[config.mk]
export PLATFORM = sky130hd
export DESIGN_NAME = adcc_top
export DESIGN_NICKNAME = d
export VERILOG_FILES = /design/src/logic/adcc_pkg.sv /design/src/logic/adcc_divider.sv /design/src/logic/adcc_top.sv
export SDC_FILE = /design/constraint.sdc
export NUM_CORES = 1
export LEC_CHECK = 0
export ABC_CLOCK_PERIOD_IN_PS = 1800
export BUFFER_PORTS_ARGS = -buffer_cell sky130_fd_sc_hd__buf_2
export CAP_MARGIN = 5
export CORE_ASPECT_RATIO = 0.5
export CORE_UTILIZATION = 30
export DETAILED_ROUTE_END_ITERATION = 10
export SYNTH_ARGS = -nofsm -noshare
export SYNTH_HDL_FRONTEND = slang
export SYNTH_HIERARCHICAL = 1
export SYNTH_SLANG_ARGS = --single-unit
export TNS_END_PERCENT = 10
[constraint.sdc]
create_clock -name pclk -period 1.8 [get_ports pclk]
set_input_delay 0.18 -clock pclk [delete_from_list [all_inputs] [get_ports pclk]]
set_output_delay 0.18 -clock pclk [all_outputs]
set_load 0.1 [all_outputs]
[src/logic/adcc_pkg.sv]
/*
 * Constants for the converter control and result register block:
 * APB offsets, register field positions, reset values, source codes
 * and conversion timing.
 * Assumes a single APB slave at 20 MHz; offsets are byte addresses.
 */
package adcc_pkg;
    // ------------------------------------------------------------
    // Register map
    // ------------------------------------------------------------
    localparam logic [7:0] ADDR_RES_LOW = 8'h00; // Result low byte
    localparam logic [7:0] ADDR_RES_HIGH = 8'h04; // Result high byte
    localparam logic [7:0] ADDR_CTRL0 = 8'h08; // Control 0
    localparam logic [7:0] ADDR_CTRL1 = 8'h0C; // Control 1
    localparam logic [7:0] ADDR_TSENS = 8'h10; // Temp sensor control
    localparam logic [7:0] ADDR_BGAP = 8'h14; // Bandgap control
    localparam logic [7:0] ADDR_REFT_HIGH = 8'h18; // Reference temp high
    localparam logic [7:0] ADDR_REFT_LOW = 8'h1C; // Reference temp low
    localparam logic [7:0] ADDR_IRQ = 8'h20; // Done flag and enable
    // ------------------------------------------------------------
    // Field positions
    // ------------------------------------------------------------
    localparam int START_BIT = 7; // Start strobe in control 0
    localparam int BUSY_BIT = 6; // Busy flag in control 0
    localparam int ENABLE_BIT = 5; // Converter enable
    localparam int JUSTIFY_BIT = 4; // Result justification
    localparam int TEMP_SENSOR_ENABLE_BIT = 0; // Temp sensor enable
    localparam int TRSV_BIT = 1; // Reserved temp bit
    localparam int BGEN_BIT = 0; // Bandgap enable
    localparam int IRQ_FLAG_BIT = 0; // Done flag
    localparam int IRQ_EN_BIT = 1; // Done request enable
    // ------------------------------------------------------------
    // Reset values
    // ------------------------------------------------------------
    localparam logic [7:0] CTRL0_RST = 8'h00; // Control 0 reset
    localparam logic [7:0] CTRL1_RST = 8'h00; // Control 1 reset
    localparam logic [1:0] TSENS_RST = 2'h2; // Reserved bit reads 1
    localparam logic [11:0] REFT_VALUE = 12'h800; // Arbitrary trim value
    // ------------------------------------------------------------
    // Source codes and channel limits
    // ------------------------------------------------------------
    localparam logic [2:0] SRC_EXT = 3'h0; // External channel
    localparam logic [2:0] SRC_BGAP = 3'h1; // Bandgap
    localparam logic [2:0] SRC_TEMP = 3'h2; // Temperature sensor
    localparam logic [2:0] SRC_AMPO = 3'h3; // Amplifier output
    localparam logic [2:0] SRC_AMPP = 3'h4; // Amplifier positive input
    localparam logic [2:0] SRC_FORBID = 3'h7; // Never stored
    localparam int EXT_CHANNELS = 8; // External inputs
    // ------------------------------------------------------------
    // Timing
    // ------------------------------------------------------------
    localparam logic [4:0] CONV_TICKS = 5'h10; // Divided clocks per conversion
    localparam int DIV_W = 7; // Prescaler width, up to /128
endpackage : adcc_pkg

[src/logic/adcc_divider.sv]
/*
 * Converter clock prescaler: one-cycle tick every 2**sel system clocks.
 * Assumes sel is stable except between conversions.
 */
`timescale 1ns/100ps
`default_nettype none
module adcc_divider (
    input wire logic pclk, // System clock
    input wire logic presetn, // Async reset, active low
    input wire logic run, // Count only while converting
    input wire logic [2:0] sel, // Divide code
    output logic tick // Divided clock enable pulse
);
    // ------------------------------------------------------------
    // State
    // ------------------------------------------------------------
    typedef struct packed {
        logic [adcc_pkg::DIV_W-1:0] cnt; // Prescaler count
        logic tick; // Registered tick
    } adcc_div_state_t;
    adcc_div_state_t s_q, s_d;
    logic [adcc_pkg::DIV_W-1:0] mask; // Count mask for code

    // Next state; terminal count chosen by mask
    always_comb begin
        mask = adcc_pkg::DIV_W'((8'h01 << sel) - 8'h01);
        s_d = s_q;
        s_d.tick = 1'b0;
        if (!run) begin
            s_d.cnt = '0; // Restart phase every conversion
        end else if ((s_q.cnt & mask) == mask) begin
            s_d.cnt = '0;
            s_d.tick = 1'b1;
        end else begin
            s_d.cnt = s_q.cnt + 1'b1;
        end
    end

    // Register
    always_ff @(posedge pclk or negedge presetn) begin
        if (!presetn) begin
            s_q <= '0;
        end else begin
            s_q <= s_d;
        end
    end
    assign tick = s_q.tick;
endmodule : adcc_divider
`default_nettype wire

[src/logic/adcc_top.sv]
/*
 * Converter control and result registers behind an APB slave.
 * Starts a conversion on the high-then-low write of the start bit,
 * counts divided clocks, captures the sample and packs the result.
 * Assumes conv_sample is a settled converter output on pclk.
 */
// Decided for this implementation: the register addresses and the APB register port.
`timescale 1ns/100ps
`default_nettype none
module adcc_top (
    input wire logic pclk, // System clock, 20 MHz
    input wire logic presetn, // Async reset, active low
    input wire logic psel, // APB select
    input wire logic penable, // APB enable
    input wire logic pwrite, // APB direction
    input wire logic [7:0] paddr, // APB byte address
    input wire logic [31:0] pwdata, // APB write data
    output logic [31:0] prdata, // APB read data
    output logic pready, // APB ready
    output logic pslverr, // APB error
    input wire logic [11:0] conv_sample, // Converter output word
    output logic converter_enable, // Powers analog core
    output logic [7:0] ext_analog_inputs, // One-hot channel switches
    output logic [4:0] int_source_onehot, // Bgap,temp,ampo,ampp,ext
    output logic [1:0] reference_sel, // Reference choice
    output logic bandgap_enable, // Bandgap output on
    output logic temp_sensor_enable, // Temp sensor on
    output logic conv_done_irq // Done request, level
);
    // ------------------------------------------------------------
    // State
    // ------------------------------------------------------------
    typedef enum logic [1:0] {
        ST_IDLE = 2'b01, // Waiting for start
        ST_CONV = 2'b10 // Converting
    } adcc_st_t;

    typedef struct packed {
        adcc_st_t st; // Sequencer state
        logic start; // Start bit as written
        logic enable; // Converter enable
        logic justify; // Justification select
        logic [3:0] chan; // ext_channel_sel
        logic [2:0] src; // input_source_sel
        logic [1:0] vref; // reference_sel
        logic [2:0] ckdiv; // conv_clock_div_sel
        logic [1:0] tsens; // Reserved and temp enable
        logic bgap; // bandgap_enable
        logic [11:0] result; // Last result word
        logic [4:0] ticks; // Divided clocks left
        logic done; // Done flag, sticky
        logic done_en; // Done request enable
        logic [31:0] prdata; // Read data
        logic pready; // Ready
        logic pslverr; // Error
        logic [7:0] ext_sw; // Channel switches
        logic [4:0] src_oh; // Source switches
        logic irq; // Request output
    } adcc_state_t;

    adcc_state_t s_q, s_d;
    logic div_tick; // Divided clock enable
    logic wr_acc; // Write access phase
    logic rd_acc; // Read access phase
    logic start_fall; // Start written high to low
    logic conv_end; // Last divided clock

    // ------------------------------------------------------------
    // Helpers
    // ------------------------------------------------------------
    // Pack result into high/low byte per justification
    function automatic logic [15:0] pack_result(input logic [11:0] r,
                                                input logic j);
        if (j) begin
            pack_result = {4'h0, r};
        end else begin
            pack_result = {r, 4'h0};
        end
    endfunction : pack_result

    // Data register read helper, narrower fields zero above
    function automatic logic [31:0] byte_word(input logic [7:0] b);
        byte_word = {24'h00_0000, b};
    endfunction : byte_word

    logic [15:0] res_packed; // Packed result pair
    logic [15:0] reft_packed; // Packed reference pair
    assign res_packed = pack_result(s_q.result, s_q.justify);
    assign reft_packed = {adcc_pkg::REFT_VALUE, 4'h0};

    // ------------------------------------------------------------
    // Prescaler
    // ------------------------------------------------------------
    adcc_divider u_div (
        .pclk(pclk),
        .presetn(presetn),
        .run(s_q.st == ST_CONV),
        .sel(s_q.ckdiv),
        .tick(div_tick)
    );

    assign wr_acc = psel && penable && pwrite;
    assign rd_acc = psel && penable && !pwrite;
    assign start_fall = wr_acc && (paddr == adcc_pkg::ADDR_CTRL0)
        && s_q.start && !pwdata[adcc_pkg::START_BIT];
    assign conv_end = (s_q.st == ST_CONV) && div_tick
        && (s_q.ticks == 5'h01);

    // ------------------------------------------------------------
    // Next state
    // ------------------------------------------------------------
    always_comb begin
        s_d = s_q;
        s_d.pready = 1'b0;
        s_d.pslverr = 1'b0;
        // Register writes take effect in the access phase
        if (wr_acc && !s_q.pready) begin
            case (paddr)
                adcc_pkg::ADDR_CTRL0: begin
                    // Busy bit not written
                    s_d.start = pwdata[adcc_pkg::START_BIT];
                    s_d.enable = pwdata[adcc_pkg::ENABLE_BIT];
                    s_d.justify = pwdata[adcc_pkg::JUSTIFY_BIT];
                    s_d.chan = pwdata[3:0];
                end
                adcc_pkg::ADDR_CTRL1: begin
                    // Forbidden source code keeps prior value
                    if (pwdata[7:5] != adcc_pkg::SRC_FORBID) begin
                        s_d.src = pwdata[7:5];
                    end
                    s_d.vref = pwdata[4:3];
                    s_d.ckdiv = pwdata[2:0];
                end
                adcc_pkg::ADDR_TSENS: begin
                    s_d.tsens = pwdata[1:0];
                end
                adcc_pkg::ADDR_BGAP: begin
                    s_d.bgap = pwdata[adcc_pkg::BGEN_BIT];
                end
                adcc_pkg::ADDR_IRQ: begin
                    s_d.done_en = pwdata[adcc_pkg::IRQ_EN_BIT];
                    // Write one clears the done flag
                    if (pwdata[adcc_pkg::IRQ_FLAG_BIT]) begin
                        s_d.done = 1'b0;
                    end
                end
                adcc_pkg::ADDR_RES_LOW, adcc_pkg::ADDR_RES_HIGH,
                adcc_pkg::ADDR_REFT_HIGH, adcc_pkg::ADDR_REFT_LOW: begin
                    s_d.pslverr = 1'b0; // Read-only, write ignored
                end
                default: begin
                    s_d.pslverr = 1'b1; // Unmapped
                end
            endcase
        end
        // Read mux
        if (rd_acc && !s_q.pready) begin
            case (paddr)
                adcc_pkg::ADDR_RES_LOW: s_d.prdata = byte_word(res_packed[7:0]);
                adcc_pkg::ADDR_RES_HIGH:
                    s_d.prdata = byte_word(res_packed[15:8]);
                adcc_pkg::ADDR_CTRL0: s_d.prdata = byte_word({s_q.start,
                    s_q.st == ST_CONV, s_q.enable, s_q.justify, s_q.chan});
                adcc_pkg::ADDR_CTRL1: s_d.prdata = byte_word({s_q.src,
                    s_q.vref, s_q.ckdiv});
                adcc_pkg::ADDR_TSENS: s_d.prdata = byte_word({6'h00, s_q.tsens});
                adcc_pkg::ADDR_BGAP: s_d.prdata = byte_word({7'h00, s_q.bgap});
                adcc_pkg::ADDR_REFT_HIGH:
                    s_d.prdata = byte_word(reft_packed[15:8]);
                adcc_pkg::ADDR_REFT_LOW:
                    s_d.prdata = byte_word(reft_packed[7:0]);
                adcc_pkg::ADDR_IRQ: s_d.prdata = byte_word({6'h00,
                    s_q.done_en, s_q.done});
                default: begin
                    s_d.prdata = 32'h0000_0000;
                    s_d.pslverr = 1'b1; // Unmapped
                end
            endcase
        end
        // One wait state: answer in the cycle after the access phase
        if (psel && penable && !s_q.pready) begin
            s_d.pready = 1'b1;
        end
        // Sequencer
        case (s_q.st)
            ST_IDLE: begin
                // Start only when powered; busy blocks restarts
                if (start_fall && s_q.enable) begin
                    s_d.st = ST_CONV;
                    s_d.ticks = adcc_pkg::CONV_TICKS;
                end
            end
            ST_CONV: begin
                if (!s_q.enable) begin
                    s_d.st = ST_IDLE; // Powered off: abort, keep result
                end else if (div_tick) begin
                    s_d.ticks = s_q.ticks - 5'h01;
                    if (conv_end) begin
                        s_d.st = ST_IDLE;
                        s_d.result = conv_sample;
                        s_d.done = 1'b1; // Set wins over clear
                    end
                end
            end
            default: begin
                s_d.st = ST_IDLE;
            end
        endcase
        // Analog switch controls
        s_d.src_oh = 5'h00;
        s_d.ext_sw = 8'h00;
        case (s_q.src)
            adcc_pkg::SRC_BGAP: s_d.src_oh[0] = 1'b1;
            adcc_pkg::SRC_TEMP: s_d.src_oh[1] = 1'b1;
            adcc_pkg::SRC_AMPO: s_d.src_oh[2] = 1'b1;
            adcc_pkg::SRC_AMPP: s_d.src_oh[3] = 1'b1;
            default: s_d.src_oh[4] = 1'b1; // External path
        endcase
        // Channel switch closes regardless of source; software parks it
        if (!s_q.chan[3]) begin
            s_d.ext_sw[s_q.chan[2:0]] = 1'b1;
        end
        s_d.irq = s_d.done && s_d.done_en;
    end

    // ------------------------------------------------------------
    // Register
    // ------------------------------------------------------------
    always_ff @(posedge pclk or negedge presetn) begin
        if (!presetn) begin
            s_q <= '0;
            s_q.st <= ST_IDLE;
            s_q.tsens <= adcc_pkg::TSENS_RST;
            s_q.src_oh <= 5'h10;
        end else begin
            s_q <= s_d;
        end
    end

    // ------------------------------------------------------------
    // Outputs, all from flip-flops
    // ------------------------------------------------------------
    assign prdata = s_q.prdata;
    assign pready = s_q.pready;
    assign pslverr = s_q.pslverr;
    assign converter_enable = s_q.enable;
    assign ext_analog_inputs = s_q.ext_sw;
    assign int_source_onehot = s_q.src_oh;
    assign reference_sel = s_q.vref;
    assign bandgap_enable = s_q.bgap;
    assign temp_sensor_enable = s_q.tsens[adcc_pkg::TEMP_SENSOR_ENABLE_BIT];
    assign conv_done_irq = s_q.irq;

    // ------------------------------------------------------------
    // Checks
    // ------------------------------------------------------------
    property p_busy_set;
        @(posedge pclk) disable iff (!presetn)
        (s_q.st == ST_IDLE && start_fall && s_q.enable)
            |=> s_q.st == ST_CONV;
    endproperty
    a_busy_set: assert property (p_busy_set) else $error("no busy");
    property p_busy_clear;
        @(posedge pclk) disable iff (!presetn)
        conv_end && s_q.enable |=> s_q.st == ST_IDLE && s_q.done;
    endproperty
    a_busy_clear: assert property (p_busy_clear) else $error("busy stuck");
    property p_ignore;
        @(posedge pclk) disable iff (!presetn)
        (s_q.st == ST_CONV && !conv_end && s_q.enable)
            |=> s_q.st == ST_CONV;
    endproperty
    a_ignore: assert property (p_ignore) else $error("busy dropped");
    property p_hold;
        @(posedge pclk) disable iff (!presetn)
        !s_q.enable |=> $stable(s_q.result);
    endproperty
    a_hold: assert property (p_hold) else $error("result moved");
    property p_just0;
        @(posedge pclk) disable iff (!presetn)
        !s_q.justify |-> res_packed[3:0] == 4'h0;
    endproperty
    a_just0: assert property (p_just0) else $error("low nibble");
    property p_just1;
        @(posedge pclk) disable iff (!presetn)
        s_q.justify |-> res_packed[15:12] == 4'h0;
    endproperty
    a_just1: assert property (p_just1) else $error("high nibble");
    property p_nochan;
        @(posedge pclk) disable iff (!presetn)
        s_q.chan[3] ##1 1'b1 |-> ext_analog_inputs == 8'h00;
    endproperty
    a_nochan: assert property (p_nochan) else $error("float");
    property p_forbid;
        @(posedge pclk) disable iff (!presetn)
        1'b1 |-> s_q.src != adcc_pkg::SRC_FORBID;
    endproperty
    a_forbid: assert property (p_forbid) else $error("code 111");
    property p_ready;
        @(posedge pclk) disable iff (!presetn)
        psel && penable && !pready |=> pready;
    endproperty
    a_ready: assert property (p_ready) else $error("no ready");
    // Power, read-only busy, capture, count and switch checks
    property p_off;
        @(posedge pclk) disable iff (!presetn)
        (s_q.st == ST_IDLE && start_fall && !s_q.enable)
            |=> s_q.st == ST_IDLE;
    endproperty
    a_off: assert property (p_off) else $error("started off");
    property p_ro;
        @(posedge pclk) disable iff (!presetn)
        (s_q.st == ST_IDLE && !start_fall) |=> s_q.st == ST_IDLE;
    endproperty
    a_ro: assert property (p_ro) else $error("busy written");
    property p_cap;
        @(posedge pclk) disable iff (!presetn)
        conv_end && s_q.enable |=> s_q.result == $past(conv_sample);
    endproperty
    a_cap: assert property (p_cap) else $error("no capture");
    property p_tick;
        @(posedge pclk) disable iff (!presetn)
        (s_q.st == ST_CONV && s_q.enable && div_tick)
            |=> s_q.ticks == $past(s_q.ticks) - 5'h01;
    endproperty
    a_tick: assert property (p_tick) else $error("bad count");
    property p_div;
        @(posedge pclk) disable iff (!presetn)
        div_tick && s_q.ckdiv != 3'h0 |=> !div_tick;
    endproperty
    a_div: assert property (p_div) else $error("tick too fast");
    // Presetn in the antecedent skips the release edge itself
    property p_chan;
        @(posedge pclk) disable iff (!presetn)
        presetn && !s_q.chan[3]
            |=> ext_analog_inputs == (8'h01 << $past(s_q.chan[2:0]));
    endproperty
    a_chan: assert property (p_chan) else $error("wrong switch");
    property p_src;
        @(posedge pclk) disable iff (!presetn)
        1'b1 |-> $onehot(int_source_onehot);
    endproperty
    a_src: assert property (p_src) else $error("source mix");
    c_conv: cover property (@(posedge pclk) conv_end);
    c_ign: cover property (@(posedge pclk) start_fall && s_q.st == ST_CONV);
    c_irq: cover property (@(posedge pclk) conv_done_irq);
    c_off: cover property (@(posedge pclk) start_fall && !s_q.enable);
endmodule : adcc_top
`default_nettype wire

Word level (Yosys, flattened, before mapping)
Cells that the tools add are included.
{"block": "op_classes", "addsub": 3, "n_lt_le_gt_ge": 2, "n_eq_ne": 22, "n_shift": 1, "mux": 33, "reduce_logical": 29, "n_bitwise": 1}
{"op": "case mux 8 bit (8 select lines)", "n": 1}
{"op": "== test 8 x 5 -> 1 bit (second input constant)", "n": 4}
{"op": "== test 8 x 4 -> 1 bit (second input constant)", "n": 2}
{"op": "2-to-1 mux 1 bit", "n": 16}
{"op": "2-to-1 mux 16 bit", "n": 1}
{"op": "logical AND 1 bit", "n": 14}
{"op": "2-to-1 mux 7 bit", "n": 2}
{"op": "2-to-1 mux 2 bit", "n": 6}
{"op": "2-to-1 mux 6 bit", "n": 2}
{"op": "case mux 5 bit (2 select lines)", "n": 1}
{"op": "inequality test 3 bit (second input constant)", "n": 3}
{"op": "OR reduction 9 bit", "n": 1}
{"op": "== test 8 x 3 -> 1 bit (second input constant)", "n": 1}
{"op": "== test 8 x 6 -> 1 bit (second input constant)", "n": 1}
{"op": "zero test 8 bit", "n": 1}
{"op": "2-to-1 mux 8 bit", "n": 1}
{"op": "AND reduction 2 bit", "n": 4}
{"op": "AND reduction 4 bit", "n": 2}
{"op": "adder 7 x 1 -> 7 bit (second input constant)", "n": 1}
{"op": "AND 7 bit", "n": 1}
{"op": "== test 7 bit", "n": 1}
{"op": "<< shifter 1 x 3 -> 7 bit (first input constant)", "n": 1}
{"op": "subtractor 7 x 1 -> 7 bit (second input constant)", "n": 1}
{"op": "== test 3 x 2 -> 1 bit (second input constant)", "n": 2}
{"op": "other kinds (16)", "n": 21}
{"block": "word_totals", "ff_bits": 95}

Logic depth before layout (Yosys ltp)
Gate-level depths: netlist (run 1).
{"block": "logic_depth", "depth_word": 9, "depth_mapped": 6, "ltp_nobuf": 5}

Modules after synthesis
Netlist (run 1), hierarchy kept.
{"mod": "adcc_top", "area_per_inst_um2": 3455.8, "seq_area_each_um2": 1580.3, "n_inst": 1, "cells_each": 330}
{"mod": "adcc_divider", "area_per_inst_um2": 415.4, "seq_area_each_um2": 200.2, "n_inst": 1, "cells_each": 40}

Worst setup path after synthesis (run 1)
OpenSTA, ideal clock, no wires.
{"block": "synth_timing", "path_type": "flip-flop to flip-flop", "start": "register s_q (netlist bit converter_enable)", "end": "register s_q[58] (netlist bit)", "stages_incl_launch_ff": 6, "required_time_ns": 1.675, "period_less_slack_ns": 2.283, "path_slack_ns": -0.483, "setup_ns": 0.125, "n_path_buf": 2, "arrival_ns": 2.158, "path_cell_list": "dfrtp_1 -> and3b_1 -> clkbuf_1 -> nand4b_1 -> clkbuf_1 -> mux2_2"}
{"block": "synth_between", "elab_chain_cells": 1}
{"element": "start: declaration", "line_no": "adcc_top.sv:61", "text": "adcc_state_t s_q, s_d;"}
{"element": "AND reduction 4 bit (no source line)"}
No other way between the ends.
A chain may end at the register's enable or synchronous reset.

Worst setup path after layout (run 1)
{"block": "layout_timing", "start": "register s_q (netlist bit pready)", "end": "register s_q[80] (netlist bit)"}
{"block": "layout_between", "elab_chain_cells": 3}
{"element": "zero test 1 bit", "line_no": "adcc_top.sv:117", "text": "if (wr_acc && !s_q.pready) begin"}
{"element": "logical AND 1 bit", "line_no": "adcc_top.sv:117"}
{"element": "AND reduction 2 bit (no source line)"}
No other way between the ends.

==> summary.txt, run 1 <==
Outcome
  – Run status: complete, no violations

Timing
  – Final min period: 1.64 ns
  – Final setup violation count: 0
  – Clock Skew: 0.00685 ns
  – Part of the cycle the worst path needs: 0.911
  – WHS: 0.0706 ns
  – Hold violation count in the final report: 0
  – RSZ-0062 raised after global routing: false
  – Pins Over Slew Limit: 0
  – Max Clock Freq: 610 MHz
  – Final worst slack: 0.160 ns

Place
  – DP Worst Slack: -0.0697 ns
  – I/O Buffers: 61
  – Gp weighted congestion: 0.813
  – Dpl cells: 582
  – Hpwl dp: 6650 microns

Logic synthesis
  – Post-Synthesis Cell Area: 3870 sq um
  – Top cells by area, synth: dfrtp_1, buf_4, mux2_2
  – Yosys warnings: 6
  – FF+latch count, synth: 71
  – Synthesized area per cell: 10.5 sq um
  – Sequential-to-total area share from yosys stat: 0.460
  – Number of synthesized flops with an enable pin: 0
  – Top cell type's share of synthesized area: 0.440
  – Largest area contributor in the netlist: dfrtp_1
  – Count of different cell masters after synthesis: 64
  – Post-Synthesis Cells: 370
  – Synth Flop Type: dfrtp_1
  – Async SR Flop Fraction: 1.00

Worst setup path
  – Reg2reg path depth: 4
  – Crit Path Category: register to register
  – Buffers & Inverters on Critical Path: 1
  – Cell Chain, Critical Path: nand4b_1 -> or3_1 -> buf_4 -> mux2_4
  – Slowest-stage cell, CP: dfrtp_2
  – Reg-to-Reg Start: pready
  – Crit Reg-Reg Endpoint: s_q[80]
  – CP Max Fanout: 8
  – Crit path max-delay family: simple AND/OR/NAND/NOR gates
  – Worst setup SP type: register
  – CP arrival: 1.86 ns
  – Crit. End Element: register
  – R2R setup slack: 0.16 ns
  – Critical path's largest stage delay: 0.44 ns
  – Critical Path RT: 2.02 ns

Clock tree
  – Clk sinks: 71
  – TritonCTS clock tree: done
  – Worst-path clk slew: 0.06 ns
  – Postcts setup bufs: 0
  – Root Buffer: clkbuf_16
  – Htree depth: 3
  – Bufs on Longest Clock Path: 2
  – Num CTS Buffers: 9
  – Clk Latency, worst-skew pair: 0.34 ns
  – Post-CTS resize count: 0

Floorplan
  – Initial Util: 0.318
  – Die width: 163 microns
  – Placeable Area: 12200 sq um
  – Die area: 13400 sq um
  – I/O Pins: 110
  – Rows: 28
  – Die Height: 82.3 microns

GRT
  – Largest net degree at the start of global routing: 31
  – Initial antenna violation count: 0
  – Gr usage total: 0.143
  – First-pass GRT wire length: 14700 microns
  – Grt total ovfl: 0
  – Vias in the first global route: 2815

Route
  – First-pass iteration count of the detailed router: 4
  – Remaining DRCs: 0
  – Number of DRC markers in iteration 0: 190
  – Post-route ant nets: 0
  – Final WL: 8890 microns
  – Post-DR wirelength/cell: 14.8 microns
  – DR vias/cell: 4.79
  – Vias: 2869

Hold path
  – Hold_sp: conv_sample[1]
  – Hold Path Cell Cnt: 2
  – Worst Hold Class: primary input to register
  – Hold EP: s_q[56]

Finish
  – Final std cells w/o fill: 599
  – # fillers: 1215
  – Synth-to-Final Area Change: 18.2%
  – # diodes: 0
  – Share of cells above drive strength 1: 0.336
  – Final Util: 0.375
  – Fin nets: 489

Pwr
  – Power, Total: 3.96 mW
  – Pleak: 2.12 nW
  – Worst vdd ir: 0.408 mV
  – Power per cell area: 864 nW/um^2

Run
  – Max_cap viols: 0
-- synthesized netlist by cell type, types with 3 or more instances --
cell type	n
o21ba_2	3
nand3_1	10
xnor2_1	5
mux2i_1	8
ha_1	3
and3b_1	3
mux2_4	8
mux2_2	19
nor3_1	11
dfrtp_1	68
nand4b_1	5
nand2b_1	8
inv_1	9
buf_4	47
nor2_1	17
nand4_1	5
a21oi_1	7
a211oi_1	7
o21ai_1	5
nor4_1	6
buf_6	3
o21ai_0	22
dfstp_2	3
nand2_1	25
and2_1	3
nor3b_1	3
or3_1	3
clkbuf_1	11
-- what timing repair did --
action	4_1_cts	5_1_grt
hold buffers	1	0
endpoints found under the setup margin	0	0
hold endpoints to repair	16	0
-- power by group --
part	total, mW	switching [mW]	internal, mW
clock	1.77	0.699	1.07
combinational	0.532	0.419	0.112
sequential	1.65	0.0270	1.63
-- area by class of cell --
| cell class | instances | area (sq um) | area share |
|---|---|---|---|
| Clock buffer | 9 | 225 | 0.0492 |
| Clock inverter | 7 | 73.8 | 0.0161 |
| Timing Repair Buffer | 87 | 541 | 0.118 |
| Multi-Input combinational cell | 250 | 1710 | 0.373 |
| Sequential cell | 71 | 1790 | 0.390 |
| Inverter | 10 | 37.5 | 0.00820 |
| Tap cell | 165 | 206 | 0.0451 |
-- cell families (layout without fill, tap and decap cells) --
logic type / count (synthesis) / after routing / share of synthesized area
AOI/OAI and AO/OA: 66 / 66 / 0.117
xor gates and xnor gates: 7 / 7 / 0.0158
adders and majority gates: 3 / 3 / 0.00970
buffers and inverters: 72 / 113 / 0.122
DFF: 71 / 71 / 0.460
muxes: 35 / 35 / 0.107
other: 1 / 24 / 0.000969
and+or+nand+nor: 115 / 115 / 0.168
-- flip-flops by register name, indices dropped and copies added (netlist names), 2 cells and up --
register           count
s_q                   34
ext_analog_inputs      8
prdata                 8
u_div/s_q              7
int_source_onehot      5
reference_sel          2
-- placed cells by master, fill, tap and decap left out, drive strengths merged, types with 2 or more instances in the layout --
cell,instances
clkinv,6
and2,3
dfstp,3
nor4,6
xor2,2
nor2b,2
a211oi,8
and4,2
a32oi,2
nor2,17
nand4,5
nor3,11
dfrtp,68
nand3,10
a221o,2
mux2,27
and3b,3
mux2i,8
nor3b,3
nand4b,5
clkbuf,9
ha,3
or4,3
nand2,25
inv,9
or3,4
buf,86
nand2b,8
xnor2,5
conb,24
o21ai,29
o21ba,3
a21oi,7
-- per-stage QoR --
step	TNS [ns]	instance area (sq um)
global route	0	4580
CTS	0	4580
global placement	-0.438	4270
floorplan	-0.166	3980
finish	0	4580
detailed placement	-0.480	4270
-- layer usage --
metal | part of all wire | GRT usage
met1 | 0.47 | 0.185
met2 | 0.46 | 0.236
met3 | 0.051 | 0.0390
met4 | 0.018 | 0.0439
met5 | 0 | 0
-- how the worst max path moves through the flow --
stage	startpoint	end	slack, ns	cells past startpoint
after global placement	paddr[1]	s_q[53]	-0.06	5
after floorplan	pready	reference_sel[0]	-0.03	4
after CTS	pready	s_q[80]	0.16	4
after detailed placement	paddr[1]	s_q[53]	-0.07	5
after global routing	pready	prdata[4]	0.02	4
final	pready	s_q[80]	0.16	4
Power figures use the tool's default switching activity.
==> inputs of run 2 (changes only) <==
--- a/config.mk
+++ b/config.mk
@@ -9,8 +9,10 @@
 export BUFFER_PORTS_ARGS = -buffer_cell sky130_fd_sc_hd__buf_2
 export CAP_MARGIN = 5
 export CORE_ASPECT_RATIO = 0.5
-export CORE_UTILIZATION = 30
+export CORE_UTILIZATION = 49
+export CTS_BUF_LIST = sky130_fd_sc_hd__clkbuf_8
 export DETAILED_ROUTE_END_ITERATION = 10
+export PLACE_DENSITY = 0.79
 export SYNTH_ARGS = -nofsm -noshare
 export SYNTH_HDL_FRONTEND = slang
 export SYNTH_HIERARCHICAL = 1
==> summary.txt, run 2 (synthesis gave the netlist of run 1 again) <==
Outcome
  – Run status: complete, no violations

Place
  – I/O Buffers: 61 (unchanged)
  – Gp weighted congestion: 0.876 (+7.8%)
  – Hpwl dp: 6150 microns (-7.5%)

Floorplan
  – Die Height: 64.9 microns (-21%)
  – Rows: 22 (-21%)
  – Die width: 128 microns (-21%)
  – Initial Util: 0.517 (+0.200)
  – I/O Pins: 110 (unchanged)
  – Placeable Area: 7490 sq um (-39%)
  – Die area: 8280 sq um (-38%)

Clock tree
  – Clk Latency, worst-skew pair: 0.36 ns (+0.02 ns)
  – Htree depth: 3 (unchanged)
  – Postcts setup bufs: 0 (unchanged)
  – Worst-path clk slew: 0.08 ns (+0.02 ns)
  – Num CTS Buffers: 9 (unchanged)
  – Root Buffer: clkbuf_8
  – Clk sinks: 71 (unchanged)
  – TritonCTS clock tree: done
  – Bufs on Longest Clock Path: 2 (unchanged)

Timing
  – Part of the cycle the worst path needs: 0.948 (+0.0369)
  – Pins Over Slew Limit: 0 (unchanged)
  – Hold violation count in the final report: 0 (unchanged)
  – Max Clock Freq: 586 MHz (-3.9%)
  – WHS: 0.0590 ns (-0.0116 ns)
  – Clock Skew: 0.0122 ns (+0.00531 ns)
  – Setup_tns: 0 ns (unchanged)
  – Final setup violation count: 0 (unchanged)
  – RSZ-0062 raised after global routing: false
  – Final min period: 1.71 ns (+0.0664 ns)

Worst setup path
  – Buffers & Inverters on Critical Path: 0 (-1)
  – CP arrival: 1.98 ns (+0.12 ns)
  – CP Max Fanout: 7 (-1)
  – Crit path max-delay family: simple AND/OR/NAND/NOR gates
  – Worst setup SP type: register
  – Critical path's largest stage delay: 0.45 ns (about the same)
  – Critical Path RT: 2.07 ns (+0.05 ns)
  – Crit. End Element: register
  – Slowest-stage cell, CP: dfrtp_2
  – R2R setup slack: 0.09 ns (-0.07 ns)
  – Crit Path Category: register to register
  – Cell Chain, Critical Path: nor4bb_2 -> o2111ai_2 -> or2_2 -> o21ai_0

Finish
  – # diodes: 0 (unchanged)
  – Fin nets: 489 (unchanged)
  – Commonest non-fill, non-tap cells in the layout: dfrtp_1, buf_2, nand2_1, conb_1, buf_4
  – Most common cell after layout, fill and taps aside: dfrtp_1
  – # fillers: 639 (-47%)
  – Synth-to-Final Area Change: 15.4%
  – Share of cells above drive strength 1: 0.339 (+0.00230)
  – Top reg by flops: s_q
  – Max reg flops: 34 (unchanged)

Route
  – Number of DRC markers in iteration 0: 223 (+17%)
  – First-pass iteration count of the detailed router: 6 (+2)
  – Post-route ant nets: 0 (unchanged)
  – Final WL: 8200 microns (-7.7%)
  – DR vias/cell: 5.39 (+13%)
  – Post-DR wirelength/cell: 15.1 microns (+2.0%)
  – Remaining DRCs: 0 (unchanged)
  – Vias: 2921 (+1.8%)

GRT
  – Largest net degree at the start of global routing: 33 (+6.5%)
  – First-pass GRT wire length: 13500 microns (-8.1%)
  – Gr usage total: 0.214 (+0.0715)
  – Initial antenna violation count: 1 (+1)
  – Vias in the first global route: 2754 (-2.2%)
  – Grt total ovfl: 0 (unchanged)

Pwr
  – Power per cell area: 856 nW/um^2 (-0.95%)
  – Pleak: 2.11 nW (-0.66%)
  – Worst vdd ir: 0.387 mV (-5.1%)

Hold path
  – Worst Hold Class: primary input to register

Run
  – Max_cap viols: 0 (unchanged)
## run 2: cell types whose count changed in the layout (fill, tap and decap cells not counted), sizes merged
cell,before,now
bufinv,1,4
clkinv,6,3
clkinvlp,1,0
inv,9,10
## run 2: stage by stage
| stage | instance area (sq um) | util | std cells | setup WS [ns] | power [mW] |
|---|---|---|---|---|---|
| finish | 4470 | 0.597 | 542 | 0.0934 | 3.83 |
| global route | 4470 | 0.597 | 542 | 0.0116 | 3.96 |
| CTS | 4460 | 0.595 | 542 | 0.0139 | 3.85 |
| detailed placement | 4180 | 0.559 | 525 | -0.0614 | 2.20 |
| global placement | 4180 | 0.559 | 525 | -0.0387 | 2.20 |
| floorplan | 3980 | - | 393 | -0.0303 | 2.10 |
## run 2: power by group
group | internal [mW] | switching, mW | total, mW | leakage (nW)
registers | 1.62 | 0.0251 | 1.65 | 0.910
logic | 0.111 | 0.419 | 0.530 | 1.06
clock network | 1.06 | 0.592 | 1.65 | 0.135
## run 2: path summary, 6_finish.rpt
path                                 from                to  cells after the start
setup / recovery                   pready         prdata[3]                      4
hold / removal             conv_sample[1]           s_q[56]                      2
setup reg to reg                   pready         prdata[3]                      4
hold reg to reg                 prdata[2]         prdata[2]                      2
max in group asynchronous         presetn  converter_enable                      3
min in group asynchronous         presetn            pready                      2
## run 2: routing by layer
| metal | GRT usage | vias up | share of wire |
|---|---|---|---|
| met3 | 0.0619 | 16 | 0.069 |
| li1 | - | 1374 | - |
| met4 | 0.0809 | 2 | 0.015 |
| met1 | 0.280 | 1422 | 0.45 |
| met5 | 0 | - | 0.0016 |
| met2 | 0.341 | 107 | 0.47 |
## run 2: what timing repair did
item | 4_1_cts | 5_1_grt
endpoints found under the hold margin | 13 | 0
hold buffers | 1 | 0
endpoints found under the setup margin | 0 | 5
resized for setup | 0 | 2
## run 2: worst reg2reg max path, cell delays in order (launching register included)
cell and delay (ns):
dfrtp_2 0.45, nor4bb_2 0.39, o2111ai_2 0.24, or2_2 0.38
o21ai_0 0.17
## run 2: area by class of cell
class	instances	area (sq um)	share of cell area
multi-input cells	250	1720	0.385
well taps	108	135	0.0302
flip-flops and latches	71	1790	0.400
clock buffers	9	124	0.0277
clock inverters	7	138	0.0308
repair buffers	87	528	0.118
inverters	10	37.5	0.00840
==> inputs of run 3 (changes only) <==
--- a/config.mk
+++ b/config.mk
@@ -13,6 +13,7 @@
 export CTS_BUF_LIST = sky130_fd_sc_hd__clkbuf_8
 export DETAILED_ROUTE_END_ITERATION = 10
 export PLACE_DENSITY = 0.79
+export REMOVE_ABC_BUFFERS = 1
 export SYNTH_ARGS = -nofsm -noshare
 export SYNTH_HDL_FRONTEND = slang
 export SYNTH_HIERARCHICAL = 1
==> summary.txt, run 3 (synthesis gave the netlist of run 1 again) <==
Outcome
  – Run status: complete, no violations

Pwr
  – Pleak: 2.07 nW (-1.8%)
  – P_int: 2.68 mW (-3.9%)
  – Switching part of the total power: 0.278 (+0.00706)
  – Worst vdd ir: 0.358 mV (-7.4%)
  – Clk network pwr share: 0.416 (-0.015)
  – Power, Total: 3.71 mW (-2.9%)
  – Power per cell area: 846 nW/um^2 (-1.2%)
  – Psw: 1.03 mW (-0.42%)
  – Sequential Power Share: 0.444 (+0.013)
  – Logic pwr share: 0.140 (about the same)

Route
  – Final WL: 8330 microns (+1.6%)
  – Post-DR wirelength/cell: 15.5 microns (+2.7%)
  – First-pass iteration count of the detailed router: 4 (-2)
  – Vias: 2880 (-1.4%)
  – Post-route ant nets: 0 (unchanged)
  – Remaining DRCs: 0 (unchanged)
  – DR vias/cell: 5.37 (-0.30%)
  – Number of DRC markers in iteration 0: 190 (-15%)

Timing
  – Max Clock Freq: 601 MHz (+2.5%)
  – Final min period: 1.67 ns (-0.0415 ns)
  – Final setup violation count: 0 (unchanged)
  – Part of the cycle the worst path needs: 0.925 (-0.0231)
  – RSZ-0062 raised after global routing: false
  – Hold violation count in the final report: 0 (unchanged)
  – Pins Over Slew Limit: 0 (unchanged)
  – Clock Skew: 0.00850 ns (-0.00366 ns)

Hold path
  – Worst Hold Class: primary input to register
  – Hold_sp: conv_sample[9]

Floorplan
  – Die Height: 64.9 microns (unchanged)
  – Die area: 8280 sq um (unchanged)
  – I/O Pins: 110 (unchanged)
  – Placeable Area: 7490 sq um (unchanged)
  – Initial Util: 0.517 (unchanged)
  – Rows: 22 (unchanged)
  – Die width: 128 microns (unchanged)

GRT
  – Initial antenna violation count: 0 (-1)
  – Vias in the first global route: 2730 (-0.87%)
  – Gr usage total: 0.220 (+0.00527)
  – Largest net degree at the start of global routing: 72 (+120%)
  – First-pass GRT wire length: 13700 microns (+1.5%)
  – Grt total ovfl: 0 (unchanged)

Worst setup path
  – Reg-to-Reg Start: pready
  – Critical Path RT: 2.07 ns (about the same)
  – Crit. End Element: register
  – Crit Path Category: register to register
  – CP Max Fanout: 5 (-2)
  – Setup crit start: pready
  – Worst setup SP type: register
  – CP arrival: 1.94 ns (-0.04 ns)

Finish
  – Final Util: 0.586 (-0.0107)
  – Top reg by flops: s_q
  – Max reg flops: 34 (unchanged)
  – # diodes: 0 (unchanged)
  – Seq. cell area: 1780 sq um (-0.35%)
  – Final std cells w/o fill: 536 (-1.1%)
  – Commonest non-fill, non-tap cells in the layout: dfrtp_1, buf_2, nand2_1, conb_1, o21ai_0
  – Share of cells above drive strength 1: 0.320 (-0.0186)
  – Synth-to-Final Area Change: 13.3%
  – # fillers: 657 (+2.8%)
  – Multi-input gate area: 1710 sq um (-0.73%)
  – Most common cell after layout, fill and taps aside: dfrtp_1
  – Fin nets: 483 (-1.2%)
  – Design area: 4390 sq um (-1.8%)

Clock tree
  – CTS Hold Buffers Added: 1 (unchanged)
  – Post-CTS resize count: 0 (unchanged)
  – Worst-path clk slew: 0.07 ns (about the same)
  – Clk sinks: 71 (unchanged)
  – Bufs on Longest Clock Path: 2 (unchanged)
  – Clk Latency, worst-skew pair: 0.36 ns (about the same)
  – TritonCTS clock tree: done
  – Num CTS Buffers: 9 (unchanged)
  – Htree depth: 3 (unchanged)
  – Postcts setup bufs: 0 (unchanged)
  – Root Buffer: clkbuf_8

Place
  – Dpl cells: 519 (-1.1%)
  – Area after DPL: 4130 sq um (-1.2%)
  – Gp weighted congestion: 0.877 (+0.13%)
  – I/O Buffers: 61 (unchanged)
  – Hpwl dp: 5980 microns (-2.8%)

Run
  – Max_cap viols: 0 (unchanged)
==> run 3: worst paths after layout <==
| path | to | slack [ns] | depth (start not counted) |
|---|---|---|---|
| setup / recovery | prdata[3] | 0.13 | 4 |
| hold / removal | s_q[64] | 0.05 | 2 |
| setup reg to reg | prdata[3] | 0.13 | 4 |
| hold reg to reg | pready | 0.50 | 1 |
| max in group asynchronous | s_q[85] | 1.11 | 3 |
| min in group asynchronous | s_q[65] | 0.38 | 3 |
==> run 3: power groups by stage <==
stage / Clock, mW / Combinational (mW) / Sequential, mW
2_1_floorplan: 0 / 0.297 / 1.73
3_3_place_gp: 0 / 0.513 / 1.68
3_5_place_dp: 0 / 0.517 / 1.68
4_1_cts: 1.57 / 0.521 / 1.65
5_1_grt: 1.65 / 0.551 / 1.65
6_report: 1.55 / 0.520 / 1.65
==> run 3: layout make-up <==
class | instances | share of cell area
clock buffers | 10 | 0.0314
clock inverters | 6 | 0.0245
inverters | 10 | 0.00855
multi-input cells | 250 | 0.389
flip-flops and latches | 71 | 0.406
well taps | 108 | 0.0308
repair buffers | 81 | 0.110
==> run 3: metrics by stage <==
stage	hold slack, ns	setup WS [ns]	TNS [ns]
6_report	0.0535	0.135	0
3_5_place_dp	0.231	-0.0685	-0.336
2_1_floorplan	-0.116	-0.513	-11.25
5_1_grt	0.0311	0.0564	0
3_3_place_gp	0.229	-0.0369	-0.202
4_1_cts	0.0391	0.152	0
==> run 3: critical path, stage by stage, from the launching register on <==
cell and delay [ns]:
dfrtp_1 0.42, nor4bb_1 0.39, o2111ai_1 0.20, or2_2 0.37, o21ai_0 0.19
==> run 3: layer usage <==
layer	GRT usage	up-vias	wire, microns
li1	-	1362	-
met1	0.293	1417	3870
met5	0	-	0
met2	0.339	94	3790
met3	0.0842	7	609
met4	0.0500	0	60
